**config.mk**
```make
export PLATFORM = sky130hd
export DESIGN_NAME = ddr_channel_qos_traffic_ctrl
export DESIGN_NICKNAME = d
export VERILOG_FILES = /design/src/verilog/ddr_qos_pkg.sv /design/src/verilog/ddr_channel_qos_traffic_ctrl.sv
export VERILOG_INCLUDE_DIRS = /design/src /design/src/verilog
export SDC_FILE = /design/constraint.sdc
export NUM_CORES = 1
export LEC_CHECK = 0
export ABC_AREA = 1
export BUFFER_PORTS_ARGS = -buffer_cell sky130_fd_sc_hd__buf_2
export CAP_MARGIN = 0
export CORE_MARGIN = 2
export CORE_UTILIZATION = 57
export CTS_CLUSTER_DIAMETER = 120
export DETAILED_ROUTE_END_ITERATION = 7
export GPL_ROUTABILITY_DRIVEN = 1
export PLACE_DENSITY_LB_ADDON = 0.15
export SETUP_SLACK_MARGIN = 0.3
export SYNTH_ARGS = -nofsm -noshare
export SYNTH_HDL_FRONTEND = slang
export SYNTH_SLANG_ARGS = --single-unit
```
**constraint.sdc**
```tcl
create_clock -name pclk -period 3.5 [get_ports pclk]
set_clock_uncertainty 0.15 [all_clocks]
set_input_delay 0.35 -clock pclk [delete_from_list [all_inputs] [get_ports pclk]]
set_output_delay 0.35 -clock pclk [all_outputs]
set_load 0.03 [all_outputs]
```
**src/verilog/ddr_qos_defs.svh**
```systemverilog
// register offsets, field positions, reset values and timing figures of the qos/traffic block
`ifndef DDR_QOS_DEFS_SVH
`define DDR_QOS_DEFS_SVH

// ----------------------------------------------------------------------------
// byte offsets
// ----------------------------------------------------------------------------
`define OFS_MON_WINDOW   8'h7C
`define OFS_TALLY0       8'h80
`define OFS_TALLY1       8'h84
`define OFS_TALLY2       8'h88
`define OFS_TALLY3       8'h8C
`define OFS_PREFETCH     8'hA0
`define OFS_PWR_WAIT     8'hA8
`define OFS_CKE_WAIT     8'hAC
`define OFS_LIMIT_CTRL   8'hB0
`define OFS_LIMITS       8'hB4
`define OFS_WLIMITS      8'hBC
`define OFS_WARB_SETUP   8'hC4
`define OFS_BLOCK_CTRL   8'hCC

// ----------------------------------------------------------------------------
// field positions
// ----------------------------------------------------------------------------
`define PF_BOUNDED_BIT   15
`define PF_AMT_HI        12
`define PF_AMT_LO        8
`define WAIT_HI          19
`define LIM_EN_BIT       0
`define LIM_PER_HI       2
`define LIM_PER_LO       1
`define LIM_SPLIT_BIT    3
`define WARB_CNT_HI      28
`define WARB_CNT_LO      24
`define WARB_KEEP_HI     11
`define WARB_KEEP_LO     8
`define WARB_HIPRI_HI    3
`define WARB_HIPRI_LO    0
`define CTL_MON_EN_BIT   0
`define CTL_CHEN_HI      4
`define CTL_CHEN_LO      1
`define CTL_INDEP_BIT    5
`define CTL_GROUP_BIT    6
`define CTL_DDR3_BIT     7
`define CTL_INIT_GO_BIT  8
`define CTL_STAT_LO      16

// ----------------------------------------------------------------------------
// reset values and timing
// ----------------------------------------------------------------------------
`define RST_WORD         32'h0000_0000
`define LIM_BASE_PERIOD  13'h0200
`define LIM_UNIT_SHIFT   3
`define LIM_CNT_MAX      11'h7FF

`endif

```
**src/verilog/ddr_qos_pkg.sv**
```systemverilog
// types shared by the qos/traffic block and its bench
package ddr_qos_pkg;

  typedef enum logic [3:0] {
    INIT_IDLE       = 4'b0001,
    INIT_WAIT_RESET = 4'b0010,
    INIT_WAIT_CKE   = 4'b0100,
    INIT_READY      = 4'b1000
  } init_state_t;

  // one-cycle pulses from the command scheduler, one bit per channel
  typedef struct packed {
    logic [3:0] rd;
    logic [3:0] wr;
  } cmd_events_t;

  typedef struct packed {
    logic [3:0] req;
    logic [3:0] last;
  } write_req_t;

  typedef struct packed {
    logic start;
    logic term;
    logic data_arrive;
  } prefetch_in_t;

endpackage

```
**src/verilog/ddr_channel_qos_traffic_ctrl.sv**
```systemverilog
// traffic monitor, incr prefetch, power-up wait, qos limiter and write arbiter
//
// Contract
// - countdown drops by one each enabled cycle
// - count per-channel commands while countdown nonzero
// - tallies count only with monitor and channel on
// - writing countdown clears all four tallies
// - bounded prefetch issues exactly amount plus one
// - unbounded prefetch runs until early termination
// - reissue after data arrives, outstanding below limit
// - bit 15 selects bounded or unbounded prefetch
// - prefetch amount field v means v+1
// - wait programmed cycles before releasing sdram reset
// - ddr3 waits programmed cycles before clock enable
// - limiter enable bit and four period lengths
// - split bit separates read and write limits
// - zero limit unlimited, n means n times 8
// - write limits one byte per channel
// - write arbitration setup needs independent arbitration bit
// - write group grant allows at most v+1
// - kept channels' write bursts are never broken
// - mask bits place channels in high group
//
// Design decision made here: the APB register port.
`timescale 1ns/1ns
`include "ddr_qos_defs.svh"

module ddr_channel_qos_traffic_ctrl
  import ddr_qos_pkg::*;
(
  input  wire logic         pclk,
  input  wire logic         presetn,
  input  wire logic         clk_en,
  input  wire logic         psel,
  input  wire logic         penable,
  input  wire logic         pwrite,
  input  wire logic [7:0]   paddr,
  input  wire logic [31:0]  pwdata,
  output logic [31:0]       prdata,
  output logic              pready,
  output logic              pslverr,
  input  wire cmd_events_t  cmd_issued,
  input  wire prefetch_in_t pf_in,
  output logic              rd_cmd_valid,
  input  wire logic         rd_cmd_ready,
  input  wire write_req_t   wr_in,
  output logic [3:0]        wr_grant,
  output logic [3:0]        rd_block,
  output logic [3:0]        wr_block,
  output logic              sdram_reset_n,
  output logic              sdram_cke
);

  // --------------------------------------------------------------------------
  // register storage
  // --------------------------------------------------------------------------
  logic [31:0]  mon_window_q;
  logic [31:0]  tally_q [4];
  logic [31:0]  prefetch_q;
  logic [31:0]  pwr_wait_q;
  logic [31:0]  cke_wait_q;
  logic [31:0]  limit_ctrl_q;
  logic [31:0]  limits_q;
  logic [31:0]  wlimits_q;
  logic [31:0]  warb_q;
  logic [31:0]  block_ctrl_q;
  logic [31:0]  prdata_q;
  logic [31:0]  rdata_d;
  logic         mapped;
  logic         ro_hit;
  logic         acc;
  logic         wr_en;

  assign acc     = psel & penable;
  assign wr_en   = acc & pwrite & clk_en & mapped & ~ro_hit;
  assign pready  = clk_en;
  assign pslverr = acc & clk_en & (~mapped | (pwrite & ro_hit));
  assign prdata  = prdata_q;

  // --------------------------------------------------------------------------
  // derived controls
  // --------------------------------------------------------------------------
  logic        mon_en;
  logic [3:0]  chan_en;
  logic        indep_arb;
  logic        group_arb;
  logic        ddr3_mode;
  logic        pf_bounded;
  logic [5:0]  pf_limit;
  logic        lim_en;
  logic        lim_split;
  logic [1:0]  lim_period;

  assign mon_en     = block_ctrl_q[`CTL_MON_EN_BIT];
  assign chan_en    = block_ctrl_q[`CTL_CHEN_HI:`CTL_CHEN_LO];
  assign indep_arb  = block_ctrl_q[`CTL_INDEP_BIT];
  assign group_arb  = block_ctrl_q[`CTL_GROUP_BIT];
  assign ddr3_mode  = block_ctrl_q[`CTL_DDR3_BIT];
  assign pf_bounded = prefetch_q[`PF_BOUNDED_BIT];
  assign pf_limit   = {1'b0, prefetch_q[`PF_AMT_HI:`PF_AMT_LO]} + 6'h01;
  assign lim_en     = limit_ctrl_q[`LIM_EN_BIT];
  assign lim_split  = limit_ctrl_q[`LIM_SPLIT_BIT];
  assign lim_period = limit_ctrl_q[`LIM_PER_HI:`LIM_PER_LO];

  // --------------------------------------------------------------------------
  // apb decode and read mux
  // --------------------------------------------------------------------------
  init_state_t  init_q;
  logic         pf_busy_q;
  logic         init_go;

  assign init_go = wr_en & (paddr == `OFS_BLOCK_CTRL) & pwdata[`CTL_INIT_GO_BIT];

  always_comb begin
    rdata_d = `RST_WORD;
    mapped  = 1'b1;
    ro_hit  = 1'b0;
    case (paddr)
      `OFS_MON_WINDOW: rdata_d = mon_window_q;
      `OFS_TALLY0: begin
        rdata_d = tally_q[0];
        ro_hit  = 1'b1;
      end
      `OFS_TALLY1: begin
        rdata_d = tally_q[1];
        ro_hit  = 1'b1;
      end
      `OFS_TALLY2: begin
        rdata_d = tally_q[2];
        ro_hit  = 1'b1;
      end
      `OFS_TALLY3: begin
        rdata_d = tally_q[3];
        ro_hit  = 1'b1;
      end
      `OFS_PREFETCH:   rdata_d = prefetch_q;
      `OFS_PWR_WAIT:   rdata_d = pwr_wait_q;
      `OFS_CKE_WAIT:   rdata_d = cke_wait_q;
      `OFS_LIMIT_CTRL: rdata_d = limit_ctrl_q;
      `OFS_LIMITS:     rdata_d = limits_q;
      `OFS_WLIMITS:    rdata_d = wlimits_q;
      `OFS_WARB_SETUP: rdata_d = warb_q;
      `OFS_BLOCK_CTRL: begin
        rdata_d = block_ctrl_q;
        rdata_d[`CTL_STAT_LO +: 6] = {pf_busy_q, sdram_cke, init_q};
      end
      default: mapped = 1'b0;
    endcase
  end

  // read data is captured in the setup phase so the access needs no wait state
  always_ff @(posedge pclk or negedge presetn) begin
    if (!presetn) begin
      prdata_q <= `RST_WORD;
    end else if (clk_en && psel && !penable) begin
      prdata_q <= pwrite ? `RST_WORD : rdata_d;
    end
  end

  // reserved bits are masked on write so they read back as zero
  always_ff @(posedge pclk or negedge presetn) begin
    if (!presetn) begin
      prefetch_q   <= `RST_WORD;
      pwr_wait_q   <= `RST_WORD;
      cke_wait_q   <= `RST_WORD;
      limit_ctrl_q <= `RST_WORD;
      limits_q     <= `RST_WORD;
      wlimits_q    <= `RST_WORD;
      warb_q       <= `RST_WORD;
      block_ctrl_q <= `RST_WORD;
    end else if (wr_en) begin
      case (paddr)
        `OFS_PREFETCH:   prefetch_q   <= pwdata & 32'h0000_9F00;
        `OFS_PWR_WAIT:   pwr_wait_q   <= pwdata & 32'h000F_FFFF;
        `OFS_CKE_WAIT:   cke_wait_q   <= pwdata & 32'h000F_FFFF;
        `OFS_LIMIT_CTRL: limit_ctrl_q <= pwdata & 32'h0000_000F;
        `OFS_LIMITS:     limits_q     <= pwdata;
        `OFS_WLIMITS:    wlimits_q    <= pwdata;
        `OFS_WARB_SETUP: warb_q       <= pwdata & 32'h1F00_0F0F;
        `OFS_BLOCK_CTRL: block_ctrl_q <= pwdata & 32'h0000_00FF;
        default: ;
      endcase
    end
  end

  // --------------------------------------------------------------------------
  // traffic monitor
  // --------------------------------------------------------------------------
  logic win_write;
  logic win_live;

  assign win_write = wr_en & (paddr == `OFS_MON_WINDOW);
  assign win_live  = mon_en & (mon_window_q != 32'h0000_0000);

  // a software write wins over the decrement in the same cycle
  always_ff @(posedge pclk or negedge presetn) begin
    if (!presetn) begin
      mon_window_q <= `RST_WORD;
    end else if (clk_en) begin
      if (win_write) begin
        mon_window_q <= pwdata;
      end else if (win_live) begin
        mon_window_q <= mon_window_q - 32'h0000_0001;
      end
    end
  end

  for (genvar i = 0; i < 4; i++) begin : g_tally
    always_ff @(posedge pclk or negedge presetn) begin
      if (!presetn) begin
        tally_q[i] <= `RST_WORD;
      end else if (clk_en) begin
        if (win_write) begin
          tally_q[i] <= `RST_WORD;
        end else if (win_live && chan_en[i] && (cmd_issued.rd[i] || cmd_issued.wr[i])) begin
          tally_q[i] <= tally_q[i] + 32'h0000_0001;
        end
      end
    end
  end

  // --------------------------------------------------------------------------
  // channel 1 incr read prefetch
  // --------------------------------------------------------------------------
  logic [5:0] pf_issued_q;
  logic [5:0] pf_out_q;
  logic       pf_fire;
  logic       pf_room;

  // bounded mode meters total issued, unbounded meters commands in flight
  assign pf_room      = pf_bounded ? (pf_issued_q < pf_limit) : (pf_out_q < pf_limit);
  assign rd_cmd_valid = pf_busy_q & pf_room;
  assign pf_fire      = rd_cmd_valid & rd_cmd_ready;

  always_ff @(posedge pclk or negedge presetn) begin
    if (!presetn) begin
      pf_busy_q   <= 1'b0;
      pf_issued_q <= 6'h00;
    end else if (clk_en) begin
      if (!pf_busy_q) begin
        pf_busy_q   <= pf_in.start;
        pf_issued_q <= 6'h00;
      end else begin
        if (pf_fire) begin
          pf_issued_q <= pf_issued_q + 6'h01;
        end
        if (pf_bounded && pf_fire && (pf_issued_q + 6'h01 == pf_limit)) begin
          pf_busy_q <= 1'b0;
        end else if (!pf_bounded && pf_in.term) begin
          pf_busy_q <= 1'b0;
        end
      end
    end
  end

  // in-flight reads keep draining after the burst is over
  always_ff @(posedge pclk or negedge presetn) begin
    if (!presetn) begin
      pf_out_q <= 6'h00;
    end else if (clk_en) begin
      if (pf_fire && !(pf_in.data_arrive && pf_out_q != 6'h00)) begin
        pf_out_q <= pf_out_q + 6'h01;
      end else if (!pf_fire && pf_in.data_arrive && pf_out_q != 6'h00) begin
        pf_out_q <= pf_out_q - 6'h01;
      end
    end
  end

  // --------------------------------------------------------------------------
  // sdram power-up sequencing
  // --------------------------------------------------------------------------
  logic [19:0] init_cnt_q;
  logic        init_cnt_done;

  always_comb begin
    case (init_q)
      INIT_WAIT_RESET: init_cnt_done = (init_cnt_q >= pwr_wait_q[`WAIT_HI:0]);
      INIT_WAIT_CKE:   init_cnt_done = (init_cnt_q >= cke_wait_q[`WAIT_HI:0]);
      default:         init_cnt_done = 1'b0;
    endcase
  end

  always_ff @(posedge pclk or negedge presetn) begin
    if (!presetn) begin
      init_q     <= INIT_IDLE;
      init_cnt_q <= 20'h00000;
    end else if (clk_en) begin
      init_cnt_q <= init_cnt_q + 20'h00001;
      case (init_q)
        INIT_IDLE: begin
          init_cnt_q <= 20'h00000;
          if (init_go) begin
            init_q <= INIT_WAIT_RESET;
          end
        end
        INIT_WAIT_RESET: begin
          if (init_cnt_done) begin
            init_cnt_q <= 20'h00000;
            init_q     <= ddr3_mode ? INIT_WAIT_CKE : INIT_READY;
          end
        end
        INIT_WAIT_CKE: begin
          if (init_cnt_done) begin
            init_q <= INIT_READY;
          end
        end
        INIT_READY: init_cnt_q <= 20'h00000;
        default:    init_q <= INIT_IDLE;
      endcase
    end
  end

  always_ff @(posedge pclk or negedge presetn) begin
    if (!presetn) begin
      sdram_reset_n <= 1'b0;
      sdram_cke     <= 1'b0;
    end else if (clk_en) begin
      sdram_reset_n <= (init_q == INIT_WAIT_CKE) || (init_q == INIT_READY);
      sdram_cke     <= (init_q == INIT_READY);
    end
  end

  // --------------------------------------------------------------------------
  // qos command limiter
  // --------------------------------------------------------------------------
  logic [11:0] per_cnt_q;
  logic [12:0] per_len;
  logic        per_end;

  assign per_len = `LIM_BASE_PERIOD << lim_period;
  assign per_end = ({1'b0, per_cnt_q} == per_len - 13'h0001);

  always_ff @(posedge pclk or negedge presetn) begin
    if (!presetn) begin
      per_cnt_q <= 12'h000;
    end else if (clk_en) begin
      per_cnt_q <= (per_end || !lim_en) ? 12'h000 : per_cnt_q + 12'h001;
    end
  end

  for (genvar i = 0; i < 4; i++) begin : g_limit
    logic [10:0] rcnt_q;
    logic [10:0] wcnt_q;
    logic [7:0]  rlim;
    logic [7:0]  wlim;
    logic [1:0]  radd;
    logic        rover;
    logic        wover;

    assign rlim  = limits_q[8*i +: 8];
    assign wlim  = wlimits_q[8*i +: 8];
    // shared mode counts reads and writes against one limit
    assign radd  = lim_split ? {1'b0, cmd_issued.rd[i]}
                             : {1'b0, cmd_issued.rd[i]} + {1'b0, cmd_issued.wr[i]};
    assign rover = (rlim != 8'h00) && (rcnt_q >= {rlim, 3'b000});
    assign wover = (wlim != 8'h00) && (wcnt_q >= {wlim, 3'b000});
    assign rd_block[i] = lim_en & rover;
    assign wr_block[i] = lim_en & (lim_split ? wover : rover);

    always_ff @(posedge pclk or negedge presetn) begin
      if (!presetn) begin
        rcnt_q <= 11'h000;
        wcnt_q <= 11'h000;
      end else if (clk_en) begin
        if (per_end || !lim_en) begin
          rcnt_q <= 11'h000;
          wcnt_q <= 11'h000;
        end else begin
          if (rcnt_q < `LIM_CNT_MAX - 11'h001) begin
            rcnt_q <= rcnt_q + {9'h000, radd};
          end
          if (lim_split && cmd_issued.wr[i] && wcnt_q != `LIM_CNT_MAX) begin
            wcnt_q <= wcnt_q + 11'h001;
          end
        end
      end
    end
  end

  // --------------------------------------------------------------------------
  // write channel arbiter
  // --------------------------------------------------------------------------
  logic [3:0] grant_q;
  logic [4:0] grant_cnt_q;
  logic [4:0] group_max;
  logic [3:0] keep_eff;
  logic [3:0] hipri_eff;
  logic       group_eff;
  logic [3:0] eligible;
  logic [3:0] pool;
  logic [3:0] pick;
  logic       issued_now;
  logic       last_now;
  logic       release_now;
  logic       done_cmd;

  // setup fields are ignored unless independent arbitration is on
  assign group_eff  = indep_arb & group_arb;
  assign keep_eff   = indep_arb ? warb_q[`WARB_KEEP_HI:`WARB_KEEP_LO] : 4'h0;
  assign hipri_eff  = indep_arb ? warb_q[`WARB_HIPRI_HI:`WARB_HIPRI_LO] : 4'h0;
  assign group_max  = warb_q[`WARB_CNT_HI:`WARB_CNT_LO];
  assign eligible   = wr_in.req & ~wr_block;
  assign pool       = |(eligible & hipri_eff) ? (eligible & hipri_eff) : eligible;
  assign pick       = pool & (~pool + 4'h1);
  assign issued_now = |(cmd_issued.wr & grant_q);
  assign last_now   = |(cmd_issued.wr & grant_q & wr_in.last);

  // a kept burst runs to its last beat even past the group count
  always_comb begin
    if (|(grant_q & keep_eff)) begin
      done_cmd = last_now;
    end else if (group_eff) begin
      done_cmd = issued_now && (grant_cnt_q == group_max);
    end else begin
      done_cmd = issued_now;
    end
  end

  assign release_now = (grant_q != 4'h0) && (done_cmd || !(|(grant_q & wr_in.req)));
  assign wr_grant    = grant_q;

  always_ff @(posedge pclk or negedge presetn) begin
    if (!presetn) begin
      grant_q     <= 4'h0;
      grant_cnt_q <= 5'h00;
    end else if (clk_en) begin
      if (grant_q == 4'h0 || release_now) begin
        grant_q     <= pick;
        grant_cnt_q <= 5'h00;
      end else if (issued_now && grant_cnt_q != 5'h1F) begin
        grant_cnt_q <= grant_cnt_q + 5'h01;
      end
    end
  end

endmodule

```
==> results of run 1 <==
worst max-delay path by stage:
stage,start,end,cells after the start
2_1_floorplan,prefetch_q[8],pf_out_q[5],25
3_3_place_gp,prefetch_q[9],pf_out_q[5],25
3_5_place_dp,prefetch_q[9],pf_out_q[5],25
4_1_cts,prefetch_q[9],pf_out_q[5],25
5_1_grt,prefetch_q[9],pf_out_q[5],25
6_report,prefetch_q[9],pf_out_q[5],25
state kept, by name, indices dropped and copies added, names as in the netlist, 6 cells and up:
register	count
tally_q	128
pwr_wait_q	20
wlimits_q	32
pf_out_q	6
block_ctrl_q	8
init_cnt_q	20
limits_q	32
prefetch_q	6
warb_q	13
pf_issued_q	6
per_cnt_q	12
cke_wait_q	20
g_limit.wcnt_q	44
prdata	32
g_limit.rcnt_q	44
mon_window_q	32
logic make-up after synthesis:
kind of cell / share of synthesized area, %
flip-flops: 39.3
buffers and inverters: 8.59
AO/OA/AOI/OAI: 13.9
adder cells (fa/ha/maj): 6.53
AND/OR/NAND/NOR: 26.2
XOR/XNOR: 5.41
multiplexers: 0.112
worst min-delay path: stages:
cell,delay [ns]
buf_2,0.13
nand4_1,0.09
nand2_1,0.07
nand3b_1,0.08
nand2_1,0.05
placed cells by master (no fill, tap or decap), types with 127 or more instances in the layout:
cell type / n
ha_1: 146
dfrtp_1: 473
a21oi_1: 136
nand2_1: 882
nor3_1: 127
xor2_1: 169
o21ai_0: 331
inv_1: 504
nor2_1: 330
nand3_1: 259
layout make-up:
cell class,instances,area [um2],share of cell area [%]
multi-input combinational,2885,15900,46.4
timing repair buffer,239,1850,5.39
clock buffer,70,1490,4.35
tap,688,861,2.51
clock inverter,26,325,0.950
inverter,516,1940,5.66
sequential,475,11900,34.7
per-stage QoR:
stage	hold slack, ns	setup slack, ns
after floorplan	-0.0956	0.255
after global placement	0.304	0.205
after detailed placement	0.315	0.140
after CTS	0.00713	0.270
after global routing	0.0329	0.0330
final	0.0268	0.312
where the power goes:
part	total [W]	internal (W)	switching [W]	leakage, nW
logic	0.00443	0.00157	0.00285	10.3
clock network	0.00591	0.00350	0.00241	0.901
registers	0.00745	0.00639	0.00106	5.61
total	0.0178	0.0115	0.00632	16.8
repair_timing:
| item | CTS | global route |
|---|---|---|
| hold endpoints to repair | 215 | 0 |
| cloned | 1 | 0 |
| resized for setup | 2 | 9 |
| pin swaps | 3 | 2 |
| setup buffers | 4 | 4 |
| hold buffers | 34 | 0 |
| setup endpoints to repair | 14 | 15 |
routing by layer:
metal	vias to the layer above	track usage (%)	routed length, um
met4	2	16.4	4930
li1	13697	-	-
met5	-	0	13
met3	229	6.88	9060
met2	1220	57.5	44900
met1	13608	51.0	42700
==> key figures, run 1 <==
Timing
  • Setup TNS Final: 0 ns
  • Final Max Slew Viols: 0
  • Worst Tran Pin Value: 1.18 ns
  • Final period demand of the worst path: 3.19 ns
  • RSZ-0062 raised after global routing: yes
  • Final hold violation count: 0
  • Max Fclk: 0.314 GHz
  • # setup viols final: 0
  • Slew Limit Headroom: 21.2%
  • Final worst path period share: 91.1%

Die
  • Starting Density: 57.6%
  • Die width: 234 um
  • Ports: 115
  • Site Rows: 84
  • Core area: 52600 um2
  • Die area: 55000 um2
  • Die height: 234 um

Place
  • Placed Instance Area: 32000 um2
  • Dpl hpwl: 77.1 mm
  • Dpl cells: 4760
  • Routability cong.: 1.05
  • # port buffers: 114

Synthesis
  • Top post-synthesis cells by area: dfrtp_1 39%, nand2_1 11%, inv_1 6.3%
  • Synth cell types: 58
  • Yosys warns: 0
  • Synth cell count leaders: 885 x nand2_1, 506 x inv_1, 474 x dfrtp_1
  • Sequential share of the synthesized area: 39.3%
  • Synthesized flop and latch total: 475
  • Post-synth EDFFs: 0
  • Syn_area_per_cell: 7.55 um2
  • Post-Syn Area: 30300 um2
  • Leading area contributor after synthesis: dfrtp_1
  • Top FF cell, synth: dfrtp_1
  • Syn_nets: 4231
  • Gate Count Post-Synth: 4010
  • Ys async rst share: 100%
  • Most frequent cell after synthesis: nand2_1
  • Post-synth top area share: 39.2%

Worst setup path
  • Kind of cell adding the most delay to the critical path: simple AND/OR/NAND/NOR gates
  • Most used cell, CP: nand2_1
  • CP max stage delay: 0.43 ns
  • Crit end category: flip-flop
  • Crit start category: flip-flop
  • Cells on worst reg2reg path: 25
  • WP buf/inv: 2
  • Worst R2R End: pf_out_q[5]
  • CP max-delay cell: dfrtp_2
  • Critical path type: flip-flop to flip-flop
  • Arr. time, crit path: 3.55 ns
  • Req. time, crit path: 3.86 ns
  • R2r setup slk: 0.31 ns
  • Worst Path Max Fanout: 5
  • Reg-to-reg startpoint: prefetch_q[9]

Final layout
  • Antenna diodes: 0
  • Design area: 34300 um2
  • Utilization after layout: 65.2%
  • Final Non-Filler Cells: 4899
  • Fill cells: 4686
  • Final nets: 4392
  • Layout area overhead: 13.2%
  • Layout cells sized above 1: 9.26%

CTS
  • Number of buffers created by CTS: 54
  • Root buffer cell: clkbuf_16
  • H-tree depth: 2
  • Clock sink count: 475
  • Worst-path clk slew: 0.06 ns
  • Worst skew pair latency: 0.63 ns
  • Max clock buf depth: 3
  • CTS tree: done

Power and ir drop
  • Power per cell area: 519 nW/um2
  • Design Power: 0.0178 W
  • VDD IR max: 0.388 mV
  • Pleak: 16.8 nW

Worst hold path
  • Hold endpoint: pf_out_q[5]
  • HP Start: rd_cmd_ready
  • Hold Path Depth: 5
  • Hold Path Class: input pin to flip-flop

Drt
  • Antenna Violating Nets Remaining: 0
  • Final wirelength: 102 mm
  • DRC Markers: 0
  • DRT iter0 DRCs: 2991
  • Total vias in the final route: 28756
  • DRT Pass-1 Iters: 6
  • WL/cell: 20.7 um
  • Via density per instance: 5.87

Global routing
  • Global route overflow: 0
  • Number of global-route vias before repair: 26722
  • Largest net degree at the start of global routing: 115
  • Initial antenna violation count: 3
  • Total GRT Usage: 37.1%
  • First-pass GRT wire length: 155 mm

Flow run
  • Max-Cap Viols: 0

Run status
  • Outcome: complete, no violations
No activity file was read; power rests on OpenSTA's default activity.
==> run 2, diff against run 1 <==
--- a/config.mk
+++ b/config.mk
@@ -10,7 +10,7 @@
 export BUFFER_PORTS_ARGS = -buffer_cell sky130_fd_sc_hd__buf_2
 export CAP_MARGIN = 0
 export CORE_MARGIN = 2
-export CORE_UTILIZATION = 57
+export CORE_UTILIZATION = 50
 export CTS_CLUSTER_DIAMETER = 120
 export DETAILED_ROUTE_END_ITERATION = 7
 export GPL_ROUTABILITY_DRIVEN = 1
==> run 2 against run 1 <==
  * Register-to-register slack about the same
  * Critical endpoint unchanged
  * Sequential power about the same
  * Worst hold slack improved by 0.0057 ns
  * Sequential share of layout area decreased by 0.066 points
  * Wire length increased by 2.8%
  * Combinational power about the same
  * Clock power about the same
  * Die area increased by 14%
  * Critical path depth unchanged
  * Fmax decreased by 0.12%
  * Design area increased by 0.19%
==> key figures, run 2 (same netlist as run 1, synthesis figures left out) <==
Timing
  • Slew Limit Headroom: 21.5% (+0.34 points)
  • Final worst path period share: 91.2% (+0.11 points)
  • Setup TNS Final: 0 ns (unchanged)
  • Final hold violation count: 0 (unchanged)
  • Max Fclk: 0.313 GHz (-0.12%)
  • Final period demand of the worst path: 3.19 ns (+0.00391 ns)
  • Tightest hold margin: 0.0325 ns (+0.00570 ns)
  • # setup viols final: 0 (unchanged)
  • Worst Tran Pin Value: 1.18 ns (-0.00504 ns)
  • RSZ-0062 raised after global routing: yes
  • Final Max Slew Viols: 0 (unchanged)

Drt
  • Via density per instance: 5.78 (-1.6%)
  • Antenna Violating Nets Remaining: 0 (unchanged)
  • DRT iter0 DRCs: 2950 (-1.4%)
  • DRC Markers: 0 (unchanged)
  • WL/cell: 20.9 um (+0.85%)
  • Total vias in the final route: 28847 (+0.32%)
  • DRT Pass-1 Iters: 6 (unchanged)
  • Final wirelength: 104 mm (+2.8%)

Global routing
  • Global route overflow: 0 (unchanged)
  • Total GRT Usage: 33.1% (-4.0 points)
  • Largest net degree at the start of global routing: 87 (-24%)
  • Number of global-route vias before repair: 26710 (-0.045%)
  • First-pass GRT wire length: 160 mm (+3.1%)
  • Initial antenna violation count: 2 (-1)

Power and ir drop
  • VDD IR max: 0.395 mV (+1.9%)
  • Pleak: 16.8 nW (-0.16%)
  • Power per cell area: 519 nW/um2 (about the same)

Worst setup path
  • Kind of cell adding the most delay to the critical path: simple AND/OR/NAND/NOR gates
  • WP buf/inv: 3 (+1)
  • Req. time, crit path: 3.86 ns (about the same)
  • Crit end category: flip-flop
  • CP max stage delay: 0.42 ns (about the same)
  • CP max-delay cell: dfrtp_1
  • Critical path type: flip-flop to flip-flop
  • R2r setup slk: 0.31 ns (about the same)
  • Crit start category: flip-flop
  • Worst R2R End: pf_out_q[5]
  • Worst Path Max Fanout: 5 (unchanged)
  • Most used cell, CP: nand2_1
  • Reg-to-reg startpoint: prefetch_q[8]
  • Arr. time, crit path: 3.55 ns (about the same)
  • Cells on worst reg2reg path: 25 (unchanged)

Final layout
  • Reg with most FFs: tally_q
  • FF+latch area: 11900 um2 (unchanged)
  • Multi-input logic area: 16000 um2 (+0.31%)
  • Layout cells sized above 1: 9.26% (unchanged)
  • Final Non-Filler Cells: 4994 (+1.9%)
  • Most frequent cells in the layout: 882 x nand2_1, 504 x inv_1, 473 x dfrtp_1
  • Fill cells: 5701 (+22%)
  • Utilization after layout: 57.1% (-8.1 points)
  • Max FFs per register: 128 (unchanged)
  • Final nets: 4392 (unchanged)
  • Top flop regs: tally_q (128), g_limit.rcnt_q (44), g_limit.wcnt_q (44)
  • Most common cell after layout, fill and taps aside: nand2_1
  • Layout area overhead: 13.4%

Place
  • Dpl cells: 4848 (+1.8%)
  • Routability cong.: 1.03 (-2.3%)
  • # port buffers: 114 (unchanged)
  • Dpl hpwl: 79.0 mm (+2.5%)

Die
  • Core area: 60100 um2 (+14%)
  • Ports: 115 (unchanged)
  • Die height: 250 um (+6.7%)
  • Die width: 250 um (+6.7%)
  • Die area: 62500 um2 (+14%)
  • Starting Density: 50.3% (-7.3 points)
  • Site Rows: 90 (+7.1%)

CTS
  • Root buffer cell: clkbuf_16
  • H-tree depth: 2 (unchanged)
  • CTS tree: done
  • Number of buffers created by CTS: 55 (+1.9%)
  • Clock sink count: 475 (unchanged)
  • Worst-path clk slew: 0.06 ns (about the same)
  • Max clock buf depth: 3 (unchanged)
  • Worst skew pair latency: 0.63 ns (about the same)

Worst hold path
  • Hold Path Depth: 5 (unchanged)
  • Hold Path Class: input pin to flip-flop
  • Hold endpoint: pf_out_q[5]
  • HP Start: rd_cmd_ready

Flow run
  • Max-Cap Viols: 0 (unchanged)

Run status
  • Outcome: complete, no violations
[run 2: cell types whose count changed in the layout (fill, tap and decap cells not counted), moves of 3 or more]
cell	change
clkbuf_1	+3
clkinv_2	-4
clkbuf_16	+3
buf_12	-7
bufinv_16	-4
buf_4	+4
clkbuf_8	+6
[run 2: worst register-to-register path, stage by stage (launching register included)]
cell	delay, ns
dfrtp_1	0.42
ha_4	0.18
xor2_1	0.13
inv_1	0.09
ha_1	0.27
nand2_1	0.08
nand3_1	0.07
nand2_1	0.06
nand3_1	0.06
nand2_1	0.06
nand2_1	0.05
nand2_2	0.07
inv_2	0.04
nor2_4	0.12
nand3_4	0.14
ha_4	0.25
a21oi_2	0.11
nand2_1	0.07
a21oi_1	0.14
inv_1	0.06
a21oi_2	0.13
nand3_1	0.08
nand2_1	0.09
nand2_1	0.05
nand2_1	0.07
nand2_1	0.05
[run 2: cell type report]
cell class,count,area share [%]
repair buffers,237,5.09
inverters,516,5.65
clock buffers,82,4.84
diodes,1,0.00729
well taps,782,2.85
multi-input cells,2886,46.5
flip-flops and latches,475,34.6
clock inverters,15,0.445
[run 2: worst max path at each step]
stage,start,end,slack (ns),depth (start not counted)
3_3_place_gp,paddr[1],tally_q[104],0.10,16
3_5_place_dp,paddr[1],tally_q[106],0.03,16
4_1_cts,prefetch_q[8],pf_out_q[5],0.28,25
6_report,prefetch_q[8],pf_out_q[5],0.31,25
5_1_grt,prefetch_q[8],pf_out_q[5],-0.03,25
2_1_floorplan,prefetch_q[8],pf_out_q[5],0.26,25
[run 2: power by group]
| part | leakage (nW) | switching [W] | internal, W |
|---|---|---|---|
| Sequential | 5.61 | 0.00108 | 0.00639 |
| Combinational | 10.3 | 0.00288 | 0.00157 |
| Clock | 0.902 | 0.00243 | 0.00347 |
[run 2: timing repair]
action	in CTS	in global routing
resized for setup	3	14
setup buffers	9	2
hold endpoints to repair	204	0
pin swaps	8	4
gates cloned	1	1
hold buffers	35	0
endpoints found under the setup margin	13	23
[run 2: per-stage QoR]
stage	total power, W	area (um2)	worst slack, ns
final	0.0178	34300	0.308
after CTS	0.0178	34200	0.283
after detailed placement	0.0118	32000	0.0284
after global placement	0.0117	32000	0.101
after floorplan	0.0103	30300	0.255
after global routing	0.0188	34300	-0.0323
[run 2: routing by layer]
layer,track usage (%),routed length [um],vias to the layer above
met3,5.01,8140,226
met4,13.9,4750,2
met2,51.9,46400,1160
met5,0,13,-
met1,45.9,45200,13770
li1,-,-,13689
